--- src/io_route_pkg.sv ---
package io_route_pkg;

   // Register byte offsets on the APB bus.
   localparam logic [7:0] OFF_INPUT_A_SELECT = 8'h00;
   localparam logic [7:0] OFF_INPUT_B_SELECT = 8'h04;
   localparam logic [7:0] OFF_SOURCE_ASSIGN = 8'h08;
   localparam logic [7:0] OFF_OUTPUT_ONE_CONFIG = 8'h0c;
   localparam logic [7:0] OFF_OPTIONS = 8'h10;
   localparam logic [7:0] OFF_GROUP_BASE = 8'h14;
   localparam logic [7:0] OFF_STATUS = 8'h28;
   localparam int NUM_GROUPS = 5;

   // Input function codes.
   localparam logic [3:0] FN_NONE = 4'h0;
   localparam logic [3:0] FN_FAULT_CLEAR = 4'h1;
   localparam logic [3:0] FN_USER_ERROR = 4'h2;
   localparam logic [3:0] FN_CHANNEL_SWITCH = 4'h3;
   localparam logic [3:0] FN_FORCE_LOCAL = 4'h4;
   localparam logic [3:0] FN_ERROR_INHIBIT = 4'h5;
   localparam logic [3:0] FN_DEVICE_LOCKOUT = 4'h6;
   localparam logic [3:0] FN_COAST_STOP = 4'h7;
   localparam logic [3:0] FN_THERMAL_CLEAR = 4'h8;
   localparam logic [3:0] FN_CASCADE_HANDOVER = 4'h9;
   localparam logic [3:0] FN_ALTERNATE_PARAMETER = 4'ha;
   localparam logic [3:0] FN_PREHEAT = 4'hb;
   localparam int FN_LAST = 11;

   // Input source codes in the source view and the assign register.
   localparam logic [1:0] SRC_NONE = 2'h0;
   localparam logic [1:0] SRC_INPUT_A = 2'h1;
   localparam logic [1:0] SRC_INPUT_B = 2'h2;

   // Output one condition codes.
   localparam logic [3:0] COND_NONE = 4'h0;
   localparam logic [3:0] COND_FAULT_STATE = 4'h1;
   localparam logic [3:0] COND_RUNNING = 4'h2;
   localparam logic [3:0] COND_READY = 4'h3;
   localparam logic [3:0] COND_DISPLAY_CONTROL = 4'h4;
   localparam logic [3:0] COND_LINE_CONTACTOR = 4'h5;
   localparam logic [3:0] COND_GROUP_ONE = 4'h6;
   localparam logic [3:0] COND_INHIBITED_ERRORS = 4'hb;
   localparam logic [3:0] COND_SECOND_PARAMETERS = 4'hc;
   localparam logic [3:0] COND_MOTOR_OVERLOAD_WARNING = 4'hd;

   // Field positions.
   localparam int POS_ASSIGN_INPUT = 4;
   localparam int POS_OUTPUT_POLARITY = 8;
   localparam int POS_EXT_ERROR_LOW = 0;
   localparam int POS_FORCE_LOCAL_CHANNEL = 1;

   // Warning indices inside the warning vector.
   localparam int MISSING_BATTERY_IDX = 0;
   localparam int LOW_BATTERY_IDX = 1;
   localparam int INVALID_CALENDAR_IDX = 2;
   localparam int MOTOR_OVERLOAD_WARN_IDX = 3;

   // Reset values.
   localparam logic [3:0] RST_INPUT_A_SELECT = FN_COAST_STOP;
   localparam logic [3:0] RST_INPUT_B_SELECT = FN_FORCE_LOCAL;
   localparam logic [3:0] RST_OUTPUT_CONDITION = COND_MOTOR_OVERLOAD_WARNING;
   localparam logic RST_OUTPUT_NEGATIVE = 1'b0;
   localparam logic RST_EXT_ERROR_LOW = 1'b0;
   localparam logic [1:0] RST_FORCE_LOCAL_CHANNEL = 2'h0;
   localparam logic [31:0] RST_GROUP_ONE_MEMBERS = 32'h00000007;
   localparam logic [31:0] RST_OTHER_GROUP_MEMBERS = 32'h00000000;

endpackage : io_route_pkg

--- src/io_function_assignment.sv ---
// Operation
// Each of five groups drives its condition when any member warning fires.
// Warnings in no group are hidden from display, indicators and event log.
// After reset, battery and calendar warnings already sit in group one.
// Assignable inputs are active on a high level unless stated otherwise.
// One function per input; a new selection drops the earlier one.
// Reset defaults: input a selects coast stop, input b forced local.
// Fault clear resets a latched error; its cause must be gone first.
// User error raised while the input matches the configured polarity.
// Channel switch: low selects channel one, high two; assign via source only.
// Forced local puts control on the configured local channel.
// Error inhibit records errors but keeps the device out of fault.
// Device lockout is active low and forces the contactor relay open.
// While coast stop is active the next stop is a freewheel stop.
// Thermal clear resets the motor overload error once its cause is gone.
// Cascade handover takes control and opens the external bypass.
// Alternate parameter function selects the second motor parameter set.
// Asserting the preheat function starts the preheating sequence.
// Choosing an input function points that function's source at the input.
// Output one follows one selected condition, default motor overload warning.
// Output polarity: positive drives high on true, negative drives low.
// Inhibited errors condition is true while the error inhibit input is active.
// Display control condition is true only while display control is active.
// Fault clear acts on a rising edge of its input.
// Thermal clear acts on a rising edge of its input.
// Each input passes two synchronising flip-flops before detection.
//
// Our own choices: the APB interface to the registers and the address map.
`timescale 1ns/1ps

module io_function_assignment
#(
   parameter int NUM_WARN = 16
)
(
   input wire logic CLK,
   input wire logic RSTN,
   input wire logic CE,
   input wire logic PSEL,
   input wire logic PENABLE,
   input wire logic PWRITE,
   input wire logic [7:0] PADDR,
   input wire logic [31:0] PWDATA,
   output logic [31:0] PRDATA,
   output logic PREADY,
   output logic PSLVERR,
   input wire logic DIN_A,
   input wire logic DIN_B,
   input wire logic [NUM_WARN-1:0] WARN_IN,
   input wire logic FAULT_STATE,
   input wire logic RUNNING,
   input wire logic READY,
   input wire logic DISPLAY_CONTROL,
   input wire logic LINE_CONTACTOR,
   input wire logic ERROR_EVENT,
   input wire logic ERROR_CAUSE,
   input wire logic OVERLOAD_EVENT,
   input wire logic OVERLOAD_CAUSE,
   input wire logic STOP_REQUEST,
   output logic [NUM_WARN-1:0] WARN_VISIBLE,
   output logic [io_route_pkg::NUM_GROUPS-1:0] GROUP_ACTIVE,
   output logic ERROR_LATCHED,
   output logic ERROR_RECORD,
   output logic FAULT_TRIP,
   output logic OVERLOAD_LATCHED,
   output logic USER_ERROR,
   output logic CHANNEL_TWO,
   output logic FORCE_LOCAL,
   output logic [1:0] FORCE_LOCAL_CHANNEL,
   output logic CONTACTOR_FORCE_OPEN,
   output logic STOP_COAST,
   output logic STOP_NORMAL,
   output logic BYPASS_OPEN,
   output logic SECOND_PARAM_SET,
   output logic PREHEAT_START,
   output logic DOUT_ONE
);
   import io_route_pkg::*;

   generate
      if (NUM_WARN < MOTOR_OVERLOAD_WARN_IDX + 1 || NUM_WARN > 32)
      begin : g_bad_width
         $error("NUM_WARN must lie between 4 and 32");
      end
   endgenerate

   logic rst_meta, rst_n, din_a_meta, din_b_meta, din_a, din_b;
   logic [3:0] sel_a, sel_b, out_cond, wr_fn;
   logic out_negative, ext_error_low;
   logic [1:0] local_channel, wr_src;
   logic [NUM_WARN-1:0] members [NUM_GROUPS];
   logic [FN_LAST:0] act, act_prev, rise;
   logic [31:0] src_view, next_rdata;
   logic [NUM_GROUPS-1:0] group_hit;
   logic [NUM_WARN-1:0] any_member;
   logic error_latched, overload_latched, cond_value, setup, access, wr, mapped;

   // Reset is asserted at once but released through two flops.
   always_ff @(posedge CLK or negedge RSTN)
   begin
      if (!RSTN)
      begin
         rst_meta <= 1'b0;
         rst_n <= 1'b0;
      end
      else if (CE)
      begin
         rst_meta <= 1'b1;
         rst_n <= rst_meta;
      end
   end

   always_ff @(posedge CLK or negedge rst_n)
   begin
      if (!rst_n)
      begin
         din_a_meta <= 1'b0;
         din_b_meta <= 1'b0;
         din_a <= 1'b0;
         din_b <= 1'b0;
      end
      else if (CE)
      begin
         din_a_meta <= DIN_A;
         din_b_meta <= DIN_B;
         din_a <= din_a_meta;
         din_b <= din_b_meta;
      end
   end

   genvar f;
   generate
      for (f = 0; f <= FN_LAST; f++)
      begin : g_fn
         logic on_a;
         logic on_b;
         logic level;
         logic invert;
         assign on_a = (f != 0) && (sel_a == 4'(f));
         assign on_b = (f != 0) && (sel_b == 4'(f));
         assign level = on_a ? din_a : din_b;
         // Lockout is active low; user error follows its polarity setting.
         assign invert = (4'(f) == FN_DEVICE_LOCKOUT) ||
                         ((4'(f) == FN_USER_ERROR) && ext_error_low);
         assign act[f] = (on_a || on_b) && (level ^ invert);
         assign rise[f] = act[f] && !act_prev[f];
         assign src_view[2*f+1:2*f] = on_a ? SRC_INPUT_A :
                                      (on_b ? SRC_INPUT_B : SRC_NONE);
      end
   endgenerate

   assign src_view[31:2*FN_LAST+2] = '0;

   always_ff @(posedge CLK or negedge rst_n)
   begin
      if (!rst_n)
         act_prev <= '0;
      else if (CE)
         act_prev <= act;
   end

   genvar g;
   generate
      for (g = 0; g < NUM_GROUPS; g++)
      begin : g_grp
         assign group_hit[g] = |(WARN_IN & members[g]);
      end
   endgenerate

   always_comb
   begin
      any_member = '0;
      for (int i = 0; i < NUM_GROUPS; i++)
      begin
         any_member = any_member | members[i];
      end
   end

   // APB decode; the slave answers with no wait states.
   assign setup = PSEL && !PENABLE;
   assign access = PSEL && PENABLE;
   assign wr = access && PWRITE && mapped;
   assign PREADY = 1'b1;
   assign PSLVERR = access && !mapped;
   assign wr_fn = PWDATA[3:0];
   assign wr_src = PWDATA[POS_ASSIGN_INPUT+1:POS_ASSIGN_INPUT];

   always_comb
   begin
      mapped = 1'b1;
      next_rdata = '0;
      unique case (PADDR)
         OFF_INPUT_A_SELECT: next_rdata[3:0] = sel_a;
         OFF_INPUT_B_SELECT: next_rdata[3:0] = sel_b;
         OFF_SOURCE_ASSIGN: next_rdata = src_view;
         OFF_OUTPUT_ONE_CONFIG:
         begin
            next_rdata[3:0] = out_cond;
            next_rdata[POS_OUTPUT_POLARITY] = out_negative;
         end
         OFF_OPTIONS:
         begin
            next_rdata[POS_EXT_ERROR_LOW] = ext_error_low;
            next_rdata[POS_FORCE_LOCAL_CHANNEL+1:POS_FORCE_LOCAL_CHANNEL] = local_channel;
         end
         OFF_GROUP_BASE: next_rdata[NUM_WARN-1:0] = members[0];
         OFF_GROUP_BASE + 8'h04: next_rdata[NUM_WARN-1:0] = members[1];
         OFF_GROUP_BASE + 8'h08: next_rdata[NUM_WARN-1:0] = members[2];
         OFF_GROUP_BASE + 8'h0c: next_rdata[NUM_WARN-1:0] = members[3];
         OFF_GROUP_BASE + 8'h10: next_rdata[NUM_WARN-1:0] = members[4];
         OFF_STATUS:
         begin
            next_rdata[0] = din_a;
            next_rdata[1] = din_b;
            next_rdata[2] = error_latched;
            next_rdata[3] = overload_latched;
            next_rdata[8:4] = group_hit;
            next_rdata[9] = DOUT_ONE;
            next_rdata[31:20] = act;
         end
         default: mapped = 1'b0;
      endcase
   end

   always_ff @(posedge CLK or negedge rst_n)
   begin
      if (!rst_n)
         PRDATA <= '0;
      else if (CE && setup)
         PRDATA <= next_rdata;
   end

   // Channel switching is refused here; an input carrying it is freed only
   // through the source register.
   always_ff @(posedge CLK or negedge rst_n)
   begin
      if (!rst_n)
      begin
         sel_a <= RST_INPUT_A_SELECT;
         sel_b <= RST_INPUT_B_SELECT;
      end
      else if (CE && wr)
      begin
         if (PADDR == OFF_INPUT_A_SELECT && sel_a != FN_CHANNEL_SWITCH &&
             wr_fn != FN_CHANNEL_SWITCH && wr_fn <= 4'(FN_LAST))
         begin
            sel_a <= wr_fn;
            if (sel_b == wr_fn && wr_fn != FN_NONE)
               sel_b <= FN_NONE;
         end
         else if (PADDR == OFF_INPUT_B_SELECT && sel_b != FN_CHANNEL_SWITCH &&
                  wr_fn != FN_CHANNEL_SWITCH && wr_fn <= 4'(FN_LAST))
         begin
            sel_b <= wr_fn;
            if (sel_a == wr_fn && wr_fn != FN_NONE)
               sel_a <= FN_NONE;
         end
         else if (PADDR == OFF_SOURCE_ASSIGN && wr_fn != FN_NONE &&
                  wr_fn <= 4'(FN_LAST))
         begin
            // A function has one source; assigning it moves it off the other input.
            if (sel_a == wr_fn)
               sel_a <= FN_NONE;
            if (sel_b == wr_fn)
               sel_b <= FN_NONE;
            if (wr_src == SRC_INPUT_A &&
                (sel_a != FN_CHANNEL_SWITCH || wr_fn == FN_CHANNEL_SWITCH))
               sel_a <= wr_fn;
            else if (wr_src == SRC_INPUT_B &&
                     (sel_b != FN_CHANNEL_SWITCH || wr_fn == FN_CHANNEL_SWITCH))
               sel_b <= wr_fn;
         end
      end
   end

   always_ff @(posedge CLK or negedge rst_n)
   begin
      if (!rst_n)
      begin
         out_cond <= RST_OUTPUT_CONDITION;
         out_negative <= RST_OUTPUT_NEGATIVE;
         ext_error_low <= RST_EXT_ERROR_LOW;
         local_channel <= RST_FORCE_LOCAL_CHANNEL;
      end
      else if (CE && wr)
      begin
         if (PADDR == OFF_OUTPUT_ONE_CONFIG)
         begin
            out_cond <= PWDATA[3:0];
            out_negative <= PWDATA[POS_OUTPUT_POLARITY];
         end
         if (PADDR == OFF_OPTIONS)
         begin
            ext_error_low <= PWDATA[POS_EXT_ERROR_LOW];
            local_channel <= PWDATA[POS_FORCE_LOCAL_CHANNEL+1:POS_FORCE_LOCAL_CHANNEL];
         end
      end
   end

   generate
      for (g = 0; g < NUM_GROUPS; g++)
      begin : g_mem
         always_ff @(posedge CLK or negedge rst_n)
         begin
            if (!rst_n)
               members[g] <= (g == 0) ? RST_GROUP_ONE_MEMBERS[NUM_WARN-1:0] :
                             RST_OTHER_GROUP_MEMBERS[NUM_WARN-1:0];
            else if (CE && wr && PADDR == OFF_GROUP_BASE + 8'(4 * g))
               members[g] <= PWDATA[NUM_WARN-1:0];
         end
      end
   endgenerate

   // Error latches. A new error in the clearing cycle keeps the latch set.
   always_ff @(posedge CLK or negedge rst_n)
   begin
      if (!rst_n)
      begin
         error_latched <= 1'b0;
         overload_latched <= 1'b0;
      end
      else if (CE)
      begin
         if (ERROR_EVENT)
            error_latched <= 1'b1;
         else if (rise[FN_FAULT_CLEAR] && !ERROR_CAUSE)
            error_latched <= 1'b0;
         if (OVERLOAD_EVENT)
            overload_latched <= 1'b1;
         else if (rise[FN_THERMAL_CLEAR] && !OVERLOAD_CAUSE)
            overload_latched <= 1'b0;
      end
   end

   always_comb
   begin
      cond_value = 1'b0;
      unique case (out_cond)
         COND_FAULT_STATE: cond_value = FAULT_STATE;
         COND_RUNNING: cond_value = RUNNING;
         COND_READY: cond_value = READY;
         COND_DISPLAY_CONTROL: cond_value = DISPLAY_CONTROL;
         COND_LINE_CONTACTOR: cond_value = LINE_CONTACTOR && !act[FN_DEVICE_LOCKOUT];
         COND_INHIBITED_ERRORS: cond_value = act[FN_ERROR_INHIBIT];
         COND_SECOND_PARAMETERS: cond_value = act[FN_ALTERNATE_PARAMETER];
         COND_MOTOR_OVERLOAD_WARNING: cond_value = WARN_IN[MOTOR_OVERLOAD_WARN_IDX];
         default:
            if (out_cond >= COND_GROUP_ONE && out_cond < COND_INHIBITED_ERRORS)
               cond_value = group_hit[3'(out_cond - COND_GROUP_ONE)];
      endcase
   end

   // All function outputs are registered, so they lag the synced pin by one edge.
   always_ff @(posedge CLK or negedge rst_n)
   begin
      if (!rst_n)
      begin
         WARN_VISIBLE <= '0;
         GROUP_ACTIVE <= '0;
         ERROR_LATCHED <= 1'b0;
         ERROR_RECORD <= 1'b0;
         FAULT_TRIP <= 1'b0;
         OVERLOAD_LATCHED <= 1'b0;
         USER_ERROR <= 1'b0;
         CHANNEL_TWO <= 1'b0;
         FORCE_LOCAL <= 1'b0;
         FORCE_LOCAL_CHANNEL <= RST_FORCE_LOCAL_CHANNEL;
         CONTACTOR_FORCE_OPEN <= 1'b0;
         STOP_COAST <= 1'b0;
         STOP_NORMAL <= 1'b0;
         BYPASS_OPEN <= 1'b0;
         SECOND_PARAM_SET <= 1'b0;
         PREHEAT_START <= 1'b0;
         DOUT_ONE <= 1'b0;
      end
      else if (CE)
      begin
         WARN_VISIBLE <= WARN_IN & any_member;
         GROUP_ACTIVE <= group_hit;
         ERROR_LATCHED <= error_latched;
         ERROR_RECORD <= ERROR_EVENT;
         FAULT_TRIP <= error_latched && !act[FN_ERROR_INHIBIT];
         OVERLOAD_LATCHED <= overload_latched;
         USER_ERROR <= act[FN_USER_ERROR];
         CHANNEL_TWO <= act[FN_CHANNEL_SWITCH];
         FORCE_LOCAL <= act[FN_FORCE_LOCAL];
         FORCE_LOCAL_CHANNEL <= local_channel;
         CONTACTOR_FORCE_OPEN <= act[FN_DEVICE_LOCKOUT];
         STOP_COAST <= STOP_REQUEST && act[FN_COAST_STOP];
         STOP_NORMAL <= STOP_REQUEST && !act[FN_COAST_STOP];
         BYPASS_OPEN <= act[FN_CASCADE_HANDOVER];
         SECOND_PARAM_SET <= act[FN_ALTERNATE_PARAMETER];
         PREHEAT_START <= rise[FN_PREHEAT];
         DOUT_ONE <= cond_value ^ out_negative;
      end
   end

endmodule : io_function_assignment

--- config.mk ---
export PLATFORM = sky130hd
export DESIGN_NAME = io_function_assignment
export DESIGN_NICKNAME = d
export VERILOG_FILES = /design/src/io_route_pkg.sv /design/src/io_function_assignment.sv
export SDC_FILE = /design/constraint.sdc
export NUM_CORES = 1
export LEC_CHECK = 0
export ABC_CLOCK_PERIOD_IN_PS = 6100
export BUFFER_PORTS_ARGS = -buffer_cell sky130_fd_sc_hd__buf_2
export CAP_MARGIN = 25
export CORE_UTILIZATION = 57
export CTS_CLUSTER_SIZE = 12
export DETAILED_ROUTE_END_ITERATION = 10
export PLACE_DENSITY = 0.86
export SYNTH_ARGS = -nofsm -noshare
export SYNTH_HDL_FRONTEND = slang
export SYNTH_SLANG_ARGS = --single-unit
--- constraint.sdc ---
create_clock -name CLK -period 6.1 [get_ports CLK]
set_input_delay 1.22 -clock CLK [delete_from_list [all_inputs] [get_ports CLK]]
set_output_delay 1.22 -clock CLK [all_outputs]
set_load 0.02 [all_outputs]
# Word level (Yosys, flattened, before mapping)
# Cells that the tools add are included.
[word_totals]
output_inout_bits = 71
reg_bits = 184
wordCells = 255
input_bits = 74
[classes]
bitwise_logic = 13
addsub = 1
eq_ne = 50
mux = 63
n_lt_le_gt_ge = 4
reduce_logical = 86
[ops]
columns = ["op", "n"]
rows = [
  ["$and A16 B16 Y16", 6],
  ["$reduce_or A16 Y1", 5],
  ["$or A16 B16 Y16", 4],
  ["$mux W4", 14],
  ["$logic_and A1 B1 Y1", 45],
  ["$eq A4 B4 Y1 const B", 11],
  ["$mux W2", 22],
  ["$eq A4 B3 Y1 const B", 10],
  ["$pmux W6 S6", 1],
  ["$pmux W3 S11", 1],
  ["$eq A8 B5 Y1 const B", 4],
  ["$eq A4 B2 Y1 const B", 7],
  ["$pmux W4 S7", 1],
  ["$eq A8 B6 Y1 const B", 3],
  ["$pmux W12 S2", 1],
  ["$mux W1", 18],
  ["$eq A8 B4 Y1 const B", 2],
  ["$pmux W1 S8", 2],
  ["$logic_or A1 B1 Y1", 13],
  ["$eq A4 B1 Y1 const B", 3],
  ["$ne A4 B2 Y1 const B", 3],
  ["$reduce_or A11 Y1", 1],
  ["$logic_not A1 Y1", 10],
  ["$pmux W1 S10", 1],
  ["22 further kinds", 29],
]

# Logic depth before layout (Yosys ltp)
[depth]
word_depth = 8
depth_mapped = 9
ltp_nobuf = 6

# Worst setup path after synthesis
# OpenSTA, ideal clock, no wires.
[synth_timing]
path_type = "reg2reg"
startpoint = "register, netlist name rst_n"
endpoint = "register rst_n"
required_time_ps = 6006
path_buffers = 0
arrival_time_ps = 4642
period_less_slack_ps = 4735
setup_slack_ps = 1365
setup_time_ps = 94
stages_incl_launch_ff = 2
path_cell_list = "dfrtp_1 -> mux2_2"
[synth_lines]
columns = ["item", "line_no", "text"]
rows = [
  ["end signal: assignment", "io_function_assignment.sv:109", "rst_n <= rst_meta;"],
  ["end: declaration", "io_function_assignment.sv:87", "logic rst_meta, rst_n, din_a_meta, din_b_meta, din_a, din_b;"],
]

# Worst setup path after layout
[layout_timing]
startpoint = "input port PADDR[2]"
endpoint = "register members[44] (netlist name)"
[layout_between]
elab_chain_len = 6
elab_cells_between_ends = 16
cone_classes = "10 x eq/ne; 1 x mux; 5 x reduce/logical"
[layout_lines]
columns = ["item", "line_no", "text"]
rows = [
  ["start: declaration", "io_function_assignment.sv:42", "input wire logic [7:0] PADDR,"],
  ["$eq A8 B3 Y1, or another cell as far along", "io_function_assignment.sv:192", "unique case (PADDR)"],
  ["$reduce_or A11 Y1 (no line)", "--", ""],
  ["$mux W1", "io_function_assignment.sv:192", ""],
  ["$logic_and A1 B1 Y1", "io_function_assignment.sv:182", "assign wr = access && PWRITE && mapped;"],
  ["$logic_and A1 B1 Y1", "io_function_assignment.sv:308", "else if (CE && wr && PADDR == OFF_GROUP_BASE + 8'(4 * g))"],
  ["$logic_and A1 B1 Y1 *", "io_function_assignment.sv:308", ""],
  ["end signal: indexed assignment", "io_function_assignment.sv:306", "members[g] <= (g == 0) ? RST_GROUP_ONE_MEMBERS[NUM_WARN-1:0] :"],
  ["end signal: indexed assignment", "io_function_assignment.sv:309", "members[g] <= PWDATA[NUM_WARN-1:0];"],
  ["end: declaration", "io_function_assignment.sv:91", "logic [NUM_WARN-1:0] members [NUM_GROUPS];"],
]
# Mark *: on every way between the ends. The rest lies on a longest branch, timed or not.
# A chain may end at the register's enable or synchronous reset.

==> flow_summary.yaml <==
yosys:
  synthMuxAreaShare_pct: 13.0
  ys_ff_latch: 176
  syn-instance-count: 822
  synth_top_family_by_area: "compound AO/OA/AOI/OAI gates"
  yosys.area_share.simple_pct: 14.0
  avgSynthCellArea_sq_um: 10.8
  synth_compound_area_share_pct: 19.0
  synth_edf_count: 0
  syn_nets: 896
  synth-warning-count: 0
  synth_area_sq_mm: 0.00890
  synthAdderAreaFrac_pct: 0
  synth_top_area_share_pct: 46.6
  synth-xor-area-share_pct: 0.787
  yosysSeqAreaShare_pct: 49.6
  synth_cell_types: 71
  synth.largest_area_cell: "dfrtp_1"
  synth.area.top_cells: "dfrtp_1, mux2_2, a22o_1"
  ys_async_sr_fraction_pct: 100
  synth-main-ff-cell: "dfrtp_1"
clock_tree:
  htreeDepth: 4
  clock_latency_ns: 0.44
  clk_path_buf_depth: 2
  ctsResizeCount: 0
  root_buffer: "clkbuf_16"
  cts_buffers: 17
  cts_setup_buffers: 0
  cts.clk_slew.worst_paths_ns: 0.07
  cts_tree: "built"
  cts_num_sinks: 176
  cts_hold_buf: 0
detailed_routing:
  drc_errors: 0
  post_drt_wl_per_cell_um: 25.4
  routed_wl_um: 28600
  drt_iter0_markers: 1562
  firstDrtPassIters: 7
  avgViaCountPerCell: 7.10
  dr_total_vias: 8025
  ant_nets: 0
worst_setup_path:
  cp_data_arrival_time_ns: 3.91
  crit_buf_inv: 2
  cp_slowest_cell: "nand2_1"
  cp-endpoint: "members[44]"
  cp-end-kind: "flip-flop"
  worst_path_largest_cell_delay_ns: 0.73
  crit_type: "input pin to flip-flop"
  crit_path_start_kind: "input pin"
  startpoint: "PADDR[2]"
  critPathMaxFanout: 21
  r2r-start: "sel_a[2]"
  path_depth: 6
  worst-r2r-cell-count: 5
  worstPathRequired_ns: 6.41
  crit_path_cell_trace: "buf_2, nor4bb_1, buf_4, and2_1, nand2_1, mux2_2"
  rr_endpoint: "DOUT_ONE"
  r2r_slack_ns: 3.05
  cp_top_family: "simple AND/OR/NAND/NOR gates"
floorplanning:
  die_h_um: 127
  initial_core_util_pct: 58.6
  die-area_sq_mm: 0.0161
  rows: 45
  ioPinCount: 145
  dieWidth_um: 127
  core_area_sq_mm: 0.0152
global_routing:
  grt_antenna_before_repair: 0
  first_global_vias: 7437
  grt_pass1_wl_um: 43800
  grt-busiest-layer: "met2"
  grt_max_degree: 80
  grt_usage_pct: 36.2
  met1_usage_pct: 50.3
  overflow: 0
  grt_use_met2_pct: 53.9
  met3_usage_pct: 8.88
sta:
  finalSetupTns_ns: 0
  setup-violations-final: 0
  rsz0062_at_grt: "no"
  finalMaxSlewViolations: 0
  fin_worst_skew_ns: 0.00930
  worstMarginPinSlew_ns: 1.02
  fmax_ghz: 0.278
  holdWs_ns: 0.203
  hold_viol_final: 0
  setup_ws_ns: 2.50
  post-route-min-period_ns: 3.60
  slew_headroom_pct: 31.2
  fin_crit_sh_pct: 59.0
placed_design:
  portBuffers: 127
  place_area_sq_mm: 0.00964
  dp_hpwl_um: 19900
  dp_slack_ns: 2.13
  place_inst: 1095
  gp_congestion: 0.979
run_status:
  status: "finished, final reports clean"
pwr:
  p_seq_share_pct: 47.9
  internal-power_uw: 1910
  p_per_area_mw_per_mm2: 246
  p_switching_uw: 621
  power.share.clock_pct: 45.2
  switching_share_pct: 24.5
  peakVddDrop_mv: 0.204
  leakage_uw: 0.00471
  comb_power_share_pct: 6.8
finish:
  drive_above_1_share_pct: 32.4
  fin_area_sq_mm: 0.0103
  final_cells: 1130
  final_nets: 1003
  diodes: 0
  syn_to_final_growth_pct: 15.9
run:
  cap_viol_max_count: 0
hold_path:
  hold_class: "flip-flop to asynchronous set/reset pin"
## area by class of cell
cell class	instances	area [sq um]
fillers	1114	4880
multi-input cells	569	4190
inverters	26	97.6
clock inverters	13	174
repair buffers	139	766
clock buffers	19	443
well taps	188	235
flip-flops and latches	176	4420
## cell usage in the layout, fill, tap and decap left out, types with 5 or more instances in the layout
| cell type | n |
|---|---|
| mux2i_1 | 9 |
| o22ai_1 | 6 |
| o211ai_1 | 20 |
| nor3_1 | 13 |
| mux2_2 | 95 |
| inv_1 | 26 |
| or4b_2 | 5 |
| a21oi_1 | 30 |
| or2_2 | 7 |
| a22oi_1 | 22 |
| buf_4 | 10 |
| nand3_1 | 15 |
| and4_1 | 6 |
| a22o_1 | 33 |
| dfstp_2 | 10 |
| nor4_1 | 8 |
| nor2b_1 | 5 |
| a31oi_1 | 8 |
| nor2_1 | 48 |
| clkbuf_16 | 17 |
| a221oi_1 | 32 |
| or4_1 | 18 |
| o21ai_0 | 39 |
| dfrtp_1 | 165 |
| buf_2 | 127 |
| nand2b_1 | 8 |
| nand2_1 | 51 |
## cells by family (layout without fill, tap and decap cells)
group,count (synthesis),after routing
buf+inv,77,197
other cells,1,1
simple gates,224,224
xor+xnor,8,8
mux,104,104
compound gates,232,232
flops,176,176
## worst min path at each step
| stage | endpoint | startpoint | depth (start not counted) | slack, ns |
|---|---|---|---|---|
| 3_3_place_gp | PRDATA[29] | rst_n | 0 | 0.20 |
| 4_1_cts | PRDATA[29] | rst_n | 0 | 0.20 |
| 6_report | PRDATA[2] | rst_n | 0 | 0.20 |
| 5_1_grt | PRDATA[2] | rst_n | 0 | 0.22 |
| 3_5_place_dp | PRDATA[28] | rst_n | 0 | 0.20 |
| 2_1_floorplan | rst_meta | rst_meta | 1 | 0.43 |
## Yosys cell counts (all sizes together) (10+ instances only)
| cell type | number |
|---|---|
| or4 | 19 |
| a22oi | 22 |
| nand3 | 15 |
| a221oi | 32 |
| dfrtp | 166 |
| a21oi | 30 |
| clkbuf | 36 |
| o211ai | 20 |
| nor2 | 53 |
| nor3 | 15 |
| inv | 26 |
| buf | 15 |
| o21ai | 41 |
| a22o | 33 |
| nand2 | 55 |
| mux2 | 95 |
| dfstp | 10 |
## power by group through the flow
stage | logic (uW) | clock network [uW] | registers, uW
after floorplan | 65.0 | 0 | 1260
after global placement | 164 | 0 | 1230
after detailed placement | 167 | 0 | 1240
after CTS | 169 | 1150 | 1210
after global routing | 183 | 1210 | 1220
final | 173 | 1150 | 1220
## routing by layer
layer	wire length [um]	part of all wire (%)	up-vias
li1	-	-	3365
met1	11400	40	3907
met2	12700	44	632
met3	3180	11	121
met4	1350	4.7	0
met5	0	0	-
## metrics by stage
stage / power (uW) / util, %
finish: 2530 / 67.9
global route: 2610 / 67.9
CTS: 2530 / 67.5
detailed placement: 1400 / 63.4
global placement: 1400 / 63.4
floorplan: 1320 / -
## state kept, by name, indices dropped and copies added (netlist names), 4 cells and up
register and count:
sel_a 4, PRDATA 32, members 80, out_cond 4, WARN_VISIBLE 16, GROUP_ACTIVE 5
act_prev 9, sel_b 4
Note: power is estimated with default switching activity, not from simulation.
